## config.mk

```make
export PLATFORM = sky130hd
export DESIGN_NAME = spo_synth_ctrl
export DESIGN_NICKNAME = d
export VERILOG_FILES = /design/src/logic/spo_pkg.sv /design/src/logic/spo_synth_ctrl.sv /design/src/logic/spo_cal_engine.sv
export SDC_FILE = /design/constraint.sdc
export NUM_CORES = 1
export LEC_CHECK = 0
export BUFFER_PORTS_ARGS = -buffer_cell sky130_fd_sc_hd__buf_2
export CORE_MARGIN = 4
export CORE_UTILIZATION = 25
export CTS_CLUSTER_DIAMETER = 100
export DETAILED_ROUTE_END_ITERATION = 8
export GPL_TIMING_DRIVEN = 0
export HOLD_SLACK_MARGIN = 0.06
export PLACE_DENSITY = 0.44
export SYNTH_ARGS = -nofsm -noshare
export SYNTH_HDL_FRONTEND = slang
export SYNTH_SLANG_ARGS = --single-unit
```

## constraint.sdc

```tcl
create_clock -name clk_sys -period 5.7 [get_ports clk_sys]
set_input_delay 0.57 -clock clk_sys [delete_from_list [all_inputs] [get_ports clk_sys]]
set_output_delay 0.57 -clock clk_sys [all_outputs]
set_load 0.02 [all_outputs]
```

## src/logic/spo_pkg.sv

```systemverilog
// Purpose: shared constants and carriers for the synthesiser pin-override,
//          oscillator trim and synthesiser reset block
// Assumes: 8-bit register port on the system clock, 50 MHz
// Notes:   settle time of the trim search is a plain default value
package spo_pkg;

    // register offsets on the register port
    localparam logic [7:0] SPO_ADDR_OVERRIDE = 8'h58;
    localparam logic [7:0] SPO_ADDR_TRIM     = 8'h59;
    localparam logic [7:0] SPO_ADDR_RESET    = 8'h5c;

    // reset values
    localparam logic [7:0] SPO_OVERRIDE_RST  = 8'h00;
    localparam logic [6:0] SPO_TRIM_RST      = 7'h00;
    localparam logic       SPO_RESET_BIT_RST = 1'b0;

    // field positions
    localparam int SPO_TRIM_W     = 7;
    localparam int SPO_TRIM_MSB   = 6;
    localparam int SPO_RESET_POS  = 0;

    // divided-reference output modes
    localparam logic [1:0] SPO_REFOUT_OFF  = 2'h0;
    localparam logic [1:0] SPO_REFOUT_DIV1 = 2'h1;
    localparam logic [1:0] SPO_REFOUT_DIV2 = 2'h2;
    localparam logic [1:0] SPO_REFOUT_DIV4 = 2'h3;

    // timing: oscillator settle time per trim step
    localparam int SPO_CLK_NS     = 20;
    localparam int SPO_SETTLE_NS  = 1000;
    localparam int SPO_SETTLE_CYC =
        (SPO_SETTLE_NS + SPO_CLK_NS - 1) / SPO_CLK_NS;
    localparam int SPO_CNT_W      = 8;

    // layout of the pin-override register, msb first
    typedef struct packed {
        logic       enable;       // bit 7
        logic       reserved;     // bit 6
        logic [1:0] second_mode;  // bits 5:4
        logic [1:0] first_mode;   // bits 3:2
        logic       se_select;    // bit 1
        logic       synth_en;     // bit 0
    } spo_override_s;

    // configuration pins after synchronisation
    typedef struct packed {
        logic pll_enable;
        logic ref_type;
        logic cfg_one;
        logic cfg_zero;
    } spo_pins_s;

    // one-hot states of the calibration engine
    typedef enum logic [3:0] {
        SPO_CAL_IDLE   = 4'b0001,
        SPO_CAL_SETTLE = 4'b0010,
        SPO_CAL_DECIDE = 4'b0100,
        SPO_CAL_DONE   = 4'b1000
    } spo_cal_state_e;

endpackage

```

## src/logic/spo_synth_ctrl.sv

```systemverilog
// Purpose: synthesiser pin override, oscillator trim and synthesiser reset
// Assumes: register port decoded from the serial front end on clk_sys
// Notes:   pin inputs pass two flops; all outputs are registered
//
// Summary of operation
// - override enable 0: enable, ref type, both outputs follow the pins
// - override enable bit 7 set: pins ignored, register fields used
// - bits 5:4 set second output: off, divide 1, 2 or 4
// - bits 3:2 set first output: off, divide 1, 2 or 4
// - with override off, mode field writes do not reach the outputs
// - second output stays off unless the first output runs
// - override bit 1 selects the single-ended reference input
// - override bit 0 enables the synthesiser
// - seven-bit trim in bits 6:0, loadable by the calibration engine
// - calibrated trim reads back and may be written back later
// - clearing the reset bit with calibration enabled starts trim search
// - done flag rises after calibration, or at once when disabled
`timescale 1ns/10ps
module spo_synth_ctrl (
    // clock and reset
    input  wire logic                       clk_sys,
    input  wire logic                       nrst,
    // register port
    input  wire logic                       reg_wr,
    input  wire logic                       reg_rd,
    input  wire logic [7:0]                 reg_addr,
    input  wire logic [7:0]                 reg_wdata,
    output logic [7:0]                      reg_rdata,
    // configuration pins
    input  wire logic                       pll_enable_pin,
    input  wire logic                       ref_type_pin,
    input  wire logic                       clock_config_pin_zero,
    input  wire logic                       clock_config_pin_one,
    // calibration control and oscillator comparator
    input  wire logic                       osc_calibration_enable,
    input  wire logic                       osc_too_fast,
    output logic                            osc_calibration_done,
    // synthesiser controls
    output logic                            synth_enable,
    output logic                            single_ended_ref_select,
    output logic [1:0]                      first_refout_mode,
    output logic [1:0]                      second_refout_mode,
    output logic                            synth_reset,
    output logic [spo_pkg::SPO_TRIM_W-1:0]  osc_frequency_trim
);

    spo_pkg::spo_override_s                 synth_pin_override;
    logic                                   synth_reset_bit;
    spo_pkg::spo_pins_s                     pin_meta;
    spo_pkg::spo_pins_s                     pin_sync;
    logic [1:0]                             fast_sync;
    logic                                   wr_override;
    logic                                   wr_trim;
    logic                                   wr_reset;
    logic                                   cal_load;
    logic [spo_pkg::SPO_TRIM_W-1:0]         cal_value;
    logic                                   next_enable;
    logic                                   next_se;
    logic [1:0]                             next_first;
    logic [1:0]                             next_second;
    logic [1:0]                             pin_mode;

    // write strobes
    assign wr_override = reg_wr && (reg_addr == spo_pkg::SPO_ADDR_OVERRIDE);
    assign wr_trim     = reg_wr && (reg_addr == spo_pkg::SPO_ADDR_TRIM);
    assign wr_reset    = reg_wr && (reg_addr == spo_pkg::SPO_ADDR_RESET);

    // pins are asynchronous: two flops before anything reads them
    always_ff @(posedge clk_sys) begin
        if (!nrst) begin
            pin_meta  <= '0;
            pin_sync  <= '0;
            fast_sync <= 2'h0;
        end else begin
            pin_meta  <= {pll_enable_pin, ref_type_pin,
                          clock_config_pin_one, clock_config_pin_zero};
            pin_sync  <= pin_meta;
            fast_sync <= {fast_sync[0], osc_too_fast};
        end
    end

    // override register; reserved bit stored as written
    always_ff @(posedge clk_sys) begin
        if (!nrst) begin
            synth_pin_override <= spo_pkg::SPO_OVERRIDE_RST;
        end else if (wr_override) begin
            synth_pin_override <= spo_pkg::spo_override_s'(reg_wdata);
        end
    end

    // synthesiser reset bit
    always_ff @(posedge clk_sys) begin
        if (!nrst) begin
            synth_reset_bit <= spo_pkg::SPO_RESET_BIT_RST;
        end else if (wr_reset) begin
            synth_reset_bit <= reg_wdata[spo_pkg::SPO_RESET_POS];
        end
    end

    // trim register
    // engine loads win; software should not write during a search anyway
    // no load under reset
    always_ff @(posedge clk_sys) begin
        if (!nrst) begin
            osc_frequency_trim <= spo_pkg::SPO_TRIM_RST;
        end else if (cal_load && !synth_reset_bit) begin
            osc_frequency_trim <= cal_value;
        end else if (wr_trim) begin
            osc_frequency_trim <= reg_wdata[spo_pkg::SPO_TRIM_MSB:0];
        end
    end

    spo_cal_engine u_cal (
        .clk_sys    (clk_sys),
        .nrst       (nrst),
        .hold       (synth_reset_bit),
        .cal_enable (osc_calibration_enable),
        .too_fast   (fast_sync[1]),
        .trim_load  (cal_load),
        .trim_value (cal_value),
        .done       (osc_calibration_done)
    );

    // pin or register source
    // both outputs take their mode from the two config pins in pin mode
    assign pin_mode = {pin_sync.cfg_one, pin_sync.cfg_zero};
    always_comb begin
        if (synth_pin_override.enable) begin
            next_enable = synth_pin_override.synth_en;
            next_se     = synth_pin_override.se_select;
            next_first  = synth_pin_override.first_mode;
            next_second = synth_pin_override.second_mode;
        end else begin
            next_enable = pin_sync.pll_enable;
            next_se     = pin_sync.ref_type;
            next_first  = pin_mode;
            next_second = pin_mode;
        end
    end

    // second output gated by the first
    always_ff @(posedge clk_sys) begin
        if (!nrst) begin
            synth_enable            <= 1'b0;
            single_ended_ref_select <= 1'b0;
            first_refout_mode       <= spo_pkg::SPO_REFOUT_OFF;
            second_refout_mode      <= spo_pkg::SPO_REFOUT_OFF;
            synth_reset             <= 1'b0;
        end else begin
            synth_enable            <= next_enable;
            single_ended_ref_select <= next_se;
            first_refout_mode       <= next_first;
            second_refout_mode      <=
                (next_first == spo_pkg::SPO_REFOUT_OFF) ?
                spo_pkg::SPO_REFOUT_OFF : next_second;
            synth_reset             <= synth_reset_bit;
        end
    end

    // read-back, one cycle after the read strobe
    always_ff @(posedge clk_sys) begin
        if (!nrst) begin
            reg_rdata <= 8'h00;
        end else if (reg_rd) begin
            case (reg_addr)
                spo_pkg::SPO_ADDR_OVERRIDE: reg_rdata <= synth_pin_override;
                spo_pkg::SPO_ADDR_TRIM:  reg_rdata <= {1'b0, osc_frequency_trim};
                spo_pkg::SPO_ADDR_RESET: reg_rdata <= {7'h00, synth_reset_bit};
                default:                 reg_rdata <= 8'h00;
            endcase
        end
    end

    // checks
    property p_pin_enable;
        @(posedge clk_sys) disable iff (!nrst)
        !synth_pin_override.enable |=> synth_enable == $past(pin_sync[3]);
    endproperty
    a_pin_enable: assert property (p_pin_enable)
        else $error("pin mode enable does not follow pin");

    property p_ovr_enable;
        @(posedge clk_sys) disable iff (!nrst)
        synth_pin_override.enable
            |=> synth_enable == $past(synth_pin_override.synth_en);
    endproperty
    a_ovr_enable: assert property (p_ovr_enable)
        else $error("override enable value not applied");

    property p_ovr_se;
        @(posedge clk_sys) disable iff (!nrst)
        synth_pin_override.enable |=> single_ended_ref_select ==
            $past(synth_pin_override.se_select);
    endproperty
    a_ovr_se: assert property (p_ovr_se)
        else $error("override reference select not applied");

    property p_ovr_first;
        @(posedge clk_sys) disable iff (!nrst)
        synth_pin_override.enable |=> first_refout_mode ==
            $past(synth_pin_override.first_mode);
    endproperty
    a_ovr_first: assert property (p_ovr_first)
        else $error("first output mode not applied");

    property p_ovr_second;
        @(posedge clk_sys) disable iff (!nrst)
        synth_pin_override.enable && synth_pin_override.first_mode != 2'h0
            |=> second_refout_mode == $past(synth_pin_override.second_mode);
    endproperty
    a_ovr_second: assert property (p_ovr_second)
        else $error("second output mode not applied");

    property p_pin_modes;
        @(posedge clk_sys) disable iff (!nrst)
        !synth_pin_override.enable ##1 !synth_pin_override.enable
            |=> first_refout_mode == $past(pin_sync[1:0]);
    endproperty
    a_pin_modes: assert property (p_pin_modes)
        else $error("mode field leaked through in pin mode");

    property p_second_gated;
        @(posedge clk_sys) disable iff (!nrst)
        first_refout_mode == 2'h0 |-> second_refout_mode == 2'h0;
    endproperty
    a_second_gated: assert property (p_second_gated)
        else $error("second output runs without the first");

    property p_hold_trim;
        @(posedge clk_sys) disable iff (!nrst)
        synth_reset_bit && !wr_trim |=> $stable(osc_frequency_trim);
    endproperty
    a_hold_trim: assert property (p_hold_trim)
        else $error("trim changed while held in reset");

    property p_skip_done;
        @(posedge clk_sys) disable iff (!nrst)
        $fell(synth_reset_bit) && !osc_calibration_enable
            |=> ##1 osc_calibration_done;
    endproperty
    a_skip_done: assert property (p_skip_done)
        else $error("done not raised when calibration disabled");

    property p_cal_done;
        @(posedge clk_sys) disable iff (!nrst)
        $fell(synth_reset_bit) && osc_calibration_enable
            ##1 !synth_reset_bit [*8] |-> ##[1:500] osc_calibration_done;
    endproperty
    a_cal_done: assert property (p_cal_done)
        else $error("calibration did not finish in time");

    property p_readback;
        @(posedge clk_sys) disable iff (!nrst)
        reg_rd && reg_addr == spo_pkg::SPO_ADDR_TRIM
            |=> reg_rdata == {1'b0, $past(osc_frequency_trim)};
    endproperty
    a_readback: assert property (p_readback)
        else $error("trim read-back mismatch");

    c_cal_done: cover property (@(posedge clk_sys) disable iff (!nrst)
        osc_calibration_enable && $rose(osc_calibration_done));
    c_override: cover property (@(posedge clk_sys) disable iff (!nrst)
        synth_pin_override.enable && second_refout_mode == 2'h3);
    c_pin_mode: cover property (@(posedge clk_sys) disable iff (!nrst)
        !synth_pin_override.enable && first_refout_mode == 2'h2);

endmodule // spo_synth_ctrl

```

## src/logic/spo_cal_engine.sv

```systemverilog
// Purpose: oscillator trim search, one trim bit per step, msb first
// Assumes: too_fast already synchronised; hold is the synthesiser reset bit
// Notes:   done rises at once when calibration is disabled
`timescale 1ns/10ps
module spo_cal_engine (
    // clock and reset
    input  wire logic                       clk_sys,
    input  wire logic                       nrst,
    // control
    input  wire logic                       hold,
    input  wire logic                       cal_enable,
    input  wire logic                       too_fast,
    // trim and status
    output logic                            trim_load,
    output logic [spo_pkg::SPO_TRIM_W-1:0]  trim_value,
    output logic                            done
);

    spo_pkg::spo_cal_state_e                state;
    logic [2:0]                             bit_idx;
    logic [spo_pkg::SPO_CNT_W-1:0]          settle_cnt;

    // held by reset bit
    // search sequencer; hold keeps the engine parked and done low
    always_ff @(posedge clk_sys) begin
        if (!nrst || hold) begin
            state      <= spo_pkg::SPO_CAL_IDLE;
            bit_idx    <= 3'h6;
            settle_cnt <= '0;
            trim_load  <= 1'b0;
            trim_value <= spo_pkg::SPO_TRIM_RST;
            done       <= 1'b0;
        end else begin
            trim_load <= 1'b0;
            case (state)
                spo_pkg::SPO_CAL_IDLE: begin
                    if (cal_enable) begin
                        // start from mid-scale
                        trim_value <= 7'h40;
                        trim_load  <= 1'b1;
                        bit_idx    <= 3'h6;
                        settle_cnt <= '0;
                        state      <= spo_pkg::SPO_CAL_SETTLE;
                    end else begin
                        done  <= 1'b1;
                        state <= spo_pkg::SPO_CAL_DONE;
                    end
                end
                spo_pkg::SPO_CAL_SETTLE: begin
                    settle_cnt <= settle_cnt + 8'h01;
                    if (settle_cnt ==
                        8'(spo_pkg::SPO_SETTLE_CYC - 1)) begin
                        state <= spo_pkg::SPO_CAL_DECIDE;
                    end
                end
                spo_pkg::SPO_CAL_DECIDE: begin
                    trim_load  <= 1'b1;
                    settle_cnt <= '0;
                    if (bit_idx == 3'h0) begin
                        // done waits one edge so it meets the final trim
                        trim_value[0] <= ~too_fast;
                        state         <= spo_pkg::SPO_CAL_DONE;
                    end else begin
                        // keep or drop this bit, try the next one
                        trim_value[bit_idx]        <= ~too_fast;
                        trim_value[bit_idx - 3'h1] <= 1'b1;
                        bit_idx                    <= bit_idx - 3'h1;
                        state <= spo_pkg::SPO_CAL_SETTLE;
                    end
                end
                spo_pkg::SPO_CAL_DONE: begin
                    done <= 1'b1;
                end
                default: begin
                    state <= spo_pkg::SPO_CAL_IDLE;
                end
            endcase
        end
    end

endmodule // spo_cal_engine

```

======== After elaboration in Yosys (flattened, before gate mapping) ========
Cells that the tools add are included.
cells by class
  add/subtract/negate cells ............... 2
  $lt $le $gt $ge ......................... 4
  equality and inequality tests ........... 12
  muxes and demuxes ....................... 29
  bitwise operators ....................... 4
  reduce and logical (&&, ||, !) cells .... 21
operators with widths
  kind                 number
  $pmux 8 s3           2
  $eq 8x7->1 const B   3
  $mux 7               3
  $pmux 4 s4           1
  $pmux 7 s2           1
  $mux 4               3
  $add 8x1->8 const B  1
  $eq 8x6->1 const B   1
  $lt 3x4->1 const B   2
  $mux 8               1
  $reduce_and 2->1     4
  $bwmux 7             1
  $mux 1               7
  $or 7x7->7           1
  $demux 1 s3          2
  $ge 3x1->1 const B   2
  $logic_and 1x1->1    6
  $mux 3               2
  $mux 6               1
  $ne 2x2->1 const B   3
  $pmux 3 s2           1
  $reduce_bool 2->1    3
  $eq 4x1->1 const B   1
  $eq 4x2->1 const B   1
  other kinds (14)     19
word-level totals
  bits in registers ....................... 65
  input bits .............................. 26
  output and inout port bits .............. 23
  logic and storage cells ................. 102

======== Logic depth before layout (Yosys ltp) ========
  depth after elaboration ................. 8
  depth in mapped cells ................... 6
  mapped depth without buffers ............ 6

======== Hierarchy ========
Synthesis repeated with hierarchy kept, for this count alone.
unflattened totals
  cells, all modules ...................... 320
  area total of the unflattened synthesis .. 2,954.1 um2
by module, submodules not included
  module          instances  cells each  area an instance (um2)
  spo_synth_ctrl  1          161         1,612.8
  spo_cal_engine  1          159         1,341.3

======== Worst setup path before layout ========
No wires, ideal clock.
  path type ............................... in2reg
  start ................................... in reg_addr[1]
  end ..................................... reg osc_frequency_trim[0] (netlist name)
  library setup time ...................... 0.131 ns
  data arrival time ....................... 1.776 ns
  path slack .............................. 3.793 ns
  cell stages on the path ................. 4
  path buffers ............................ 0
  path through ............................ nor4bb_1 -> nand4_2 -> mux2i_1 -> a21oi_1
between the ends
  word-level cells in the longest chain between the ends .. 3
ends and longest elaborated chain
  item                                RTL line               RTL
  start, declared                     spo_synth_ctrl.sv:26   input wire logic [7:0] reg_addr,
  $eq 8x7->1                          spo_synth_ctrl.sv:65   assign wr_trim = reg_wr && (reg_addr == spo_pkg::SPO_ADDR_TRIM);
  $logic_and 1x1->1                   spo_synth_ctrl.sv:65
  $reduce_bool 2->1 (no source line)  -
  end signal, assigned                spo_synth_ctrl.sv:105  osc_frequency_trim <= spo_pkg::SPO_TRIM_RST;
  end signal, assigned                spo_synth_ctrl.sv:107  osc_frequency_trim <= cal_value;
  end signal, assigned                spo_synth_ctrl.sv:109  osc_frequency_trim <= reg_wdata[spo_pkg::SPO_TRIM_MSB:0];
  end, declared                       spo_synth_ctrl.sv:44   output logic [spo_pkg::SPO_TRIM_W-1:0] osc_frequency_trim
Every way passes these cells.
A chain may end at the register's enable or synchronous reset.

======== Final worst setup path ========
  start ................................... reg u_cal.bit_idx[0]
  end ..................................... reg u_cal.trim_value[6] (netlist name)
between the ends
  word-level cells in the longest chain between the ends .. 8
ends and longest elaborated chain
  item                                                               RTL line                                    RTL
  start, declared                                                    spo_cal_engine.sv:20                        logic [2:0] bit_idx;
  start signal, assigned                                             spo_cal_engine.sv:67                        bit_idx <= bit_idx - 3'h1;
  $sub 3x1->3 (tied with other cells)                                spo_cal_engine.sv:66                        trim_value[bit_idx - 3'h1] <= 1'b1;
  $lt 3x4->1 (not written as such) (tied with other cells)           spo_cal_engine.sv:66
  $logic_and 1x1->1 (not written as such) or $mux 1 (tied branches)  spo_cal_engine.sv:66, spo_cal_engine.sv:65
  $mux 1 (not written as such) or $demux 1 s3 (tied branches)        -
  $demux 1 s3 or $bwmux 7 (tied branches)                            -
  $or 7x7->7 (no source line)                                        -
  $mux 6                                                             spo_cal_engine.sv:59                        if (bit_idx == 3'h0) begin
  $pmux 7 s2                                                         spo_cal_engine.sv:35                        case (state)
  end signal, assigned                                               spo_cal_engine.sv:31                        trim_value <= spo_pkg::SPO_TRIM_RST;
  end signal, assigned by index                                      spo_cal_engine.sv:65                        trim_value[bit_idx] <= ~too_fast;
  end, declared                                                      spo_cal_engine.sv:15                        output logic [spo_pkg::SPO_TRIM_W-1:0] trim_value,
Several ways; a longest one is shown, not always the timed one. The select of a mux whose other input is x is not followed.

==> flow_metrics.tcl <==
set metrics [dict create \
    status "finished clean" \
    cts.sinks 65 \
    worstSetupPathType "flop to flop" \
    postCtsSetupBuffers 0 \
    path_buf_inv 1 \
    slew_violations 0 \
    cts_buffers 9 \
    yosysTopAreaCell "dfxtp_1" \
    combinationalPowerShare_pct 8.8 \
    syn_inst 316 \
    syn_nets 346 \
    intPower_mw 0.894 \
    critPathSlowestCell "or3b_2" \
    htree_levels 3 \
    yosysSeqAreaShare_pct 44.0 \
    worst_pin_slew_ps 866 \
    setup-violations-final 0 \
    core_sq_um 11500 \
    min_path_cells 1 \
    r2r_cells 6 \
    die_height_um 117 \
    worstPathCellList "clkinv_1, ha_1, or3b_2, a211o_1, nand4_1, o2111a_1" \
    p_seq_share_pct 41.2 \
    wl_um 7250 \
    final_design_area_no_fill_sq_um 3690 \
    synth_ff_type "dfxtp_1" \
    critPathArrivalTime_ps 2360 \
    nFillCells 1231 \
    die_w_um 117 \
    p_sw_mw 0.272 \
    period_needed_ps 2090 \
    rsz0062_at_grt "false" \
    final_common_cell "dfxtp_1" \
    slew_headroom_pct 41.5 \
    grt.met3_usage_pct 3.96 \
    worst_skew_pair.late_latency_ps 330 \
    max_cap_viol_count 0 \
    synth_area_leaders "dfxtp_1 44%, mux2i_1 8.5%, and2_1 4.2%" \
    grt_overflow 0 \
    start_util_pct 25.7 \
    synth_edf_count 0 \
    cp_max_fo 11 \
    pwr_density_cell_nw_per_um2 316 \
    async_flop_share_pct 0 \
    grt.total_usage_pct 10.9 \
    finalHoldViolations 0 \
    period_share_pct 36.6 \
    cts.repair.resized 0 \
    wl_per_cell_um 13.9 \
    ys_ff_latch 65 \
    via_count 2419 \
    top_usage_layer "met2" \
    die-area_sq_um 13600 \
    dp_hpwl_um 5360 \
    tns_ps 0 \
    yosysTopAreaCellShare_pct 44.0 \
    path_depth 6 \
    worstPathRequired_ps 5970 \
    yosysWarnings 0 \
    ir_drop_mv 0.168 \
    io_pins 49 \
    p_total_mw 1.17 \
    cts_tree "yes" \
    setup.worst_path.end_class "flop" \
    p_sw_share_pct 23.3 \
    syn_to_final_growth_pct 24.6 \
    buffer_ports.inserted 47 \
    drc 0 \
    n_antenna_cell 0 \
    crit_start "u_cal.bit_idx[0]" \
    met1_usage_pct 13.6 \
    gp_congestion 0.757 \
    grtUsageMet2_pct 17.9 \
    netlist-cell-type-count 58 \
    ant_nets 0 \
    detail_route.iter0.violations 142 \
    p_leak_nw 1.51 \
    slowest_delay_ps 440 \
    layout_common_cells "65 x dfxtp_1, 50 x buf_2, 25 x mux2i_1" \
    drt_first_pass_iters 4 \
    clockBufferDepth 2 \
    worstHoldPathType "flop to flop" \
    final_nets 404 \
    cts_hold_buf 0 \
    timing.rr.end "u_cal.trim_value[6]" \
    rows 39 \
    critPathLaunchType "flop" \
    via_per_inst 4.63 \
    cts-root-buf "clkbuf_16" \
    dpl_cell_area_sq_um 3370 \
    post_synth_instance_area_sq_um 2960 \
    syn_avg_cell_area_sq_um 9.37 \
    timing.rr.start "u_cal.bit_idx[0]" \
    critical_path.endpoint "u_cal.trim_value[6]" \
    cp_top_family "simple AND/OR/NAND/NOR gates" \
    fmax_mhz 479 \
    grt_pass1_wl_um 11500 \
    rrSetupSlack_ps 3610 \
    path_clk_slew_ps 60 \
    power_frac_clock_pct 50.0 \
    grt_pass1_vias 2346 \
    antenna_found_initial 0 \
    worst_clock_skew_ps 6.09 \
    hold_slack_ps 424 \
    grt_max_degree 12 \
    drive_above_1_share_pct 20.3 \
]
[through the flow]
stage	utilization (%)	cells	setup WS, ps
3_5_place_dp	29.3	506	3340
4_1_cts	32.0	522	3630
5_1_grt	32.0	522	3430
2_1_floorplan	-	316	3790
6_report	32.0	522	3610
3_3_place_gp	29.3	506	3360
[registers in the layout, indices dropped and copies added (netlist names), 2 cells and up]
register and cells:
u_cal.trim_value 7, osc_frequency_trim 7, pin_meta 4, u_cal.settle_cnt 8
first_refout_mode 2, second_refout_mode 2, reg_rdata 8, fast_sync 2
pin_sync 2, pin_mode 2, u_cal.state 4, synth_pin_override 8
u_cal.bit_idx 3
[power by group through the flow]
stage	logic, mW	clock network, mW	registers [mW]
after floorplan	0.0616	0	0.496
after global placement	0.105	0	0.490
after detailed placement	0.105	0	0.490
after CTS	0.106	0.603	0.480
after global routing	0.116	0.621	0.481
final	0.103	0.583	0.480
[cell families (layout without fill, tap and decap cells)]
family          Yosys count  count (layout)  synth area share (%)
xor+xnor                  4               4                  1.18
flops                    65              65                  44.0
compound gates           74              74                  16.6
fa+ha+maj                 4               4                  1.69
mux                      26              26                  8.83
simple gates            113             113                  23.6
buf+inv                  30              93                  4.18
[worst min-delay path by stage]
| stage | from | endpoint | slack (ps) |
|---|---|---|---|
| after global routing | pll_enable_pin | pin_meta[3] | 440 |
| after CTS | pin_meta[1] | pin_mode[1] | 430 |
| after floorplan | fast_sync[0] | fast_sync[1] | 410 |
| after global placement | pin_meta[1] | pin_mode[1] | 420 |
| after detailed placement | pin_meta[0] | pin_mode[0] | 420 |
| final | pin_meta[1] | pin_mode[1] | 420 |
[synth_stat cells (all sizes together) (7+ instances only)]
cell type  number
a21oi          24
and2           20
clkbuf         12
dfxtp          65
inv            12
mux2i          25
nand2          10
nand2b         11
nand3           7
nor2           12
nor2b          15
nor3            7
o21ai          12
o22ai           7
[layout make-up]
cell class              count  area, sq um  share of cell area [%]
inverters                  13         48.8                    1.32
flip-flops and latches     65         1300                    35.3
multi-input cells         221         1540                    41.6
repair buffers             47          235                    6.38
clock buffers              11          233                    6.31
plain buffers              17         75.1                    2.04
well taps                 143          179                    4.85
clock inverters             5         80.1                    2.17
[routing by layer]
| metal | vias to the layer above | routed length, um |
|---|---|---|
| met1 | 1087 | 3440 |
| li1 | 1262 | - |
| met2 | 60 | 3340 |
| met4 | 0 | 67 |
| met3 | 10 | 408 |
| met5 | - | 0 |
Note: power is estimated with default switching activity, not from simulation.
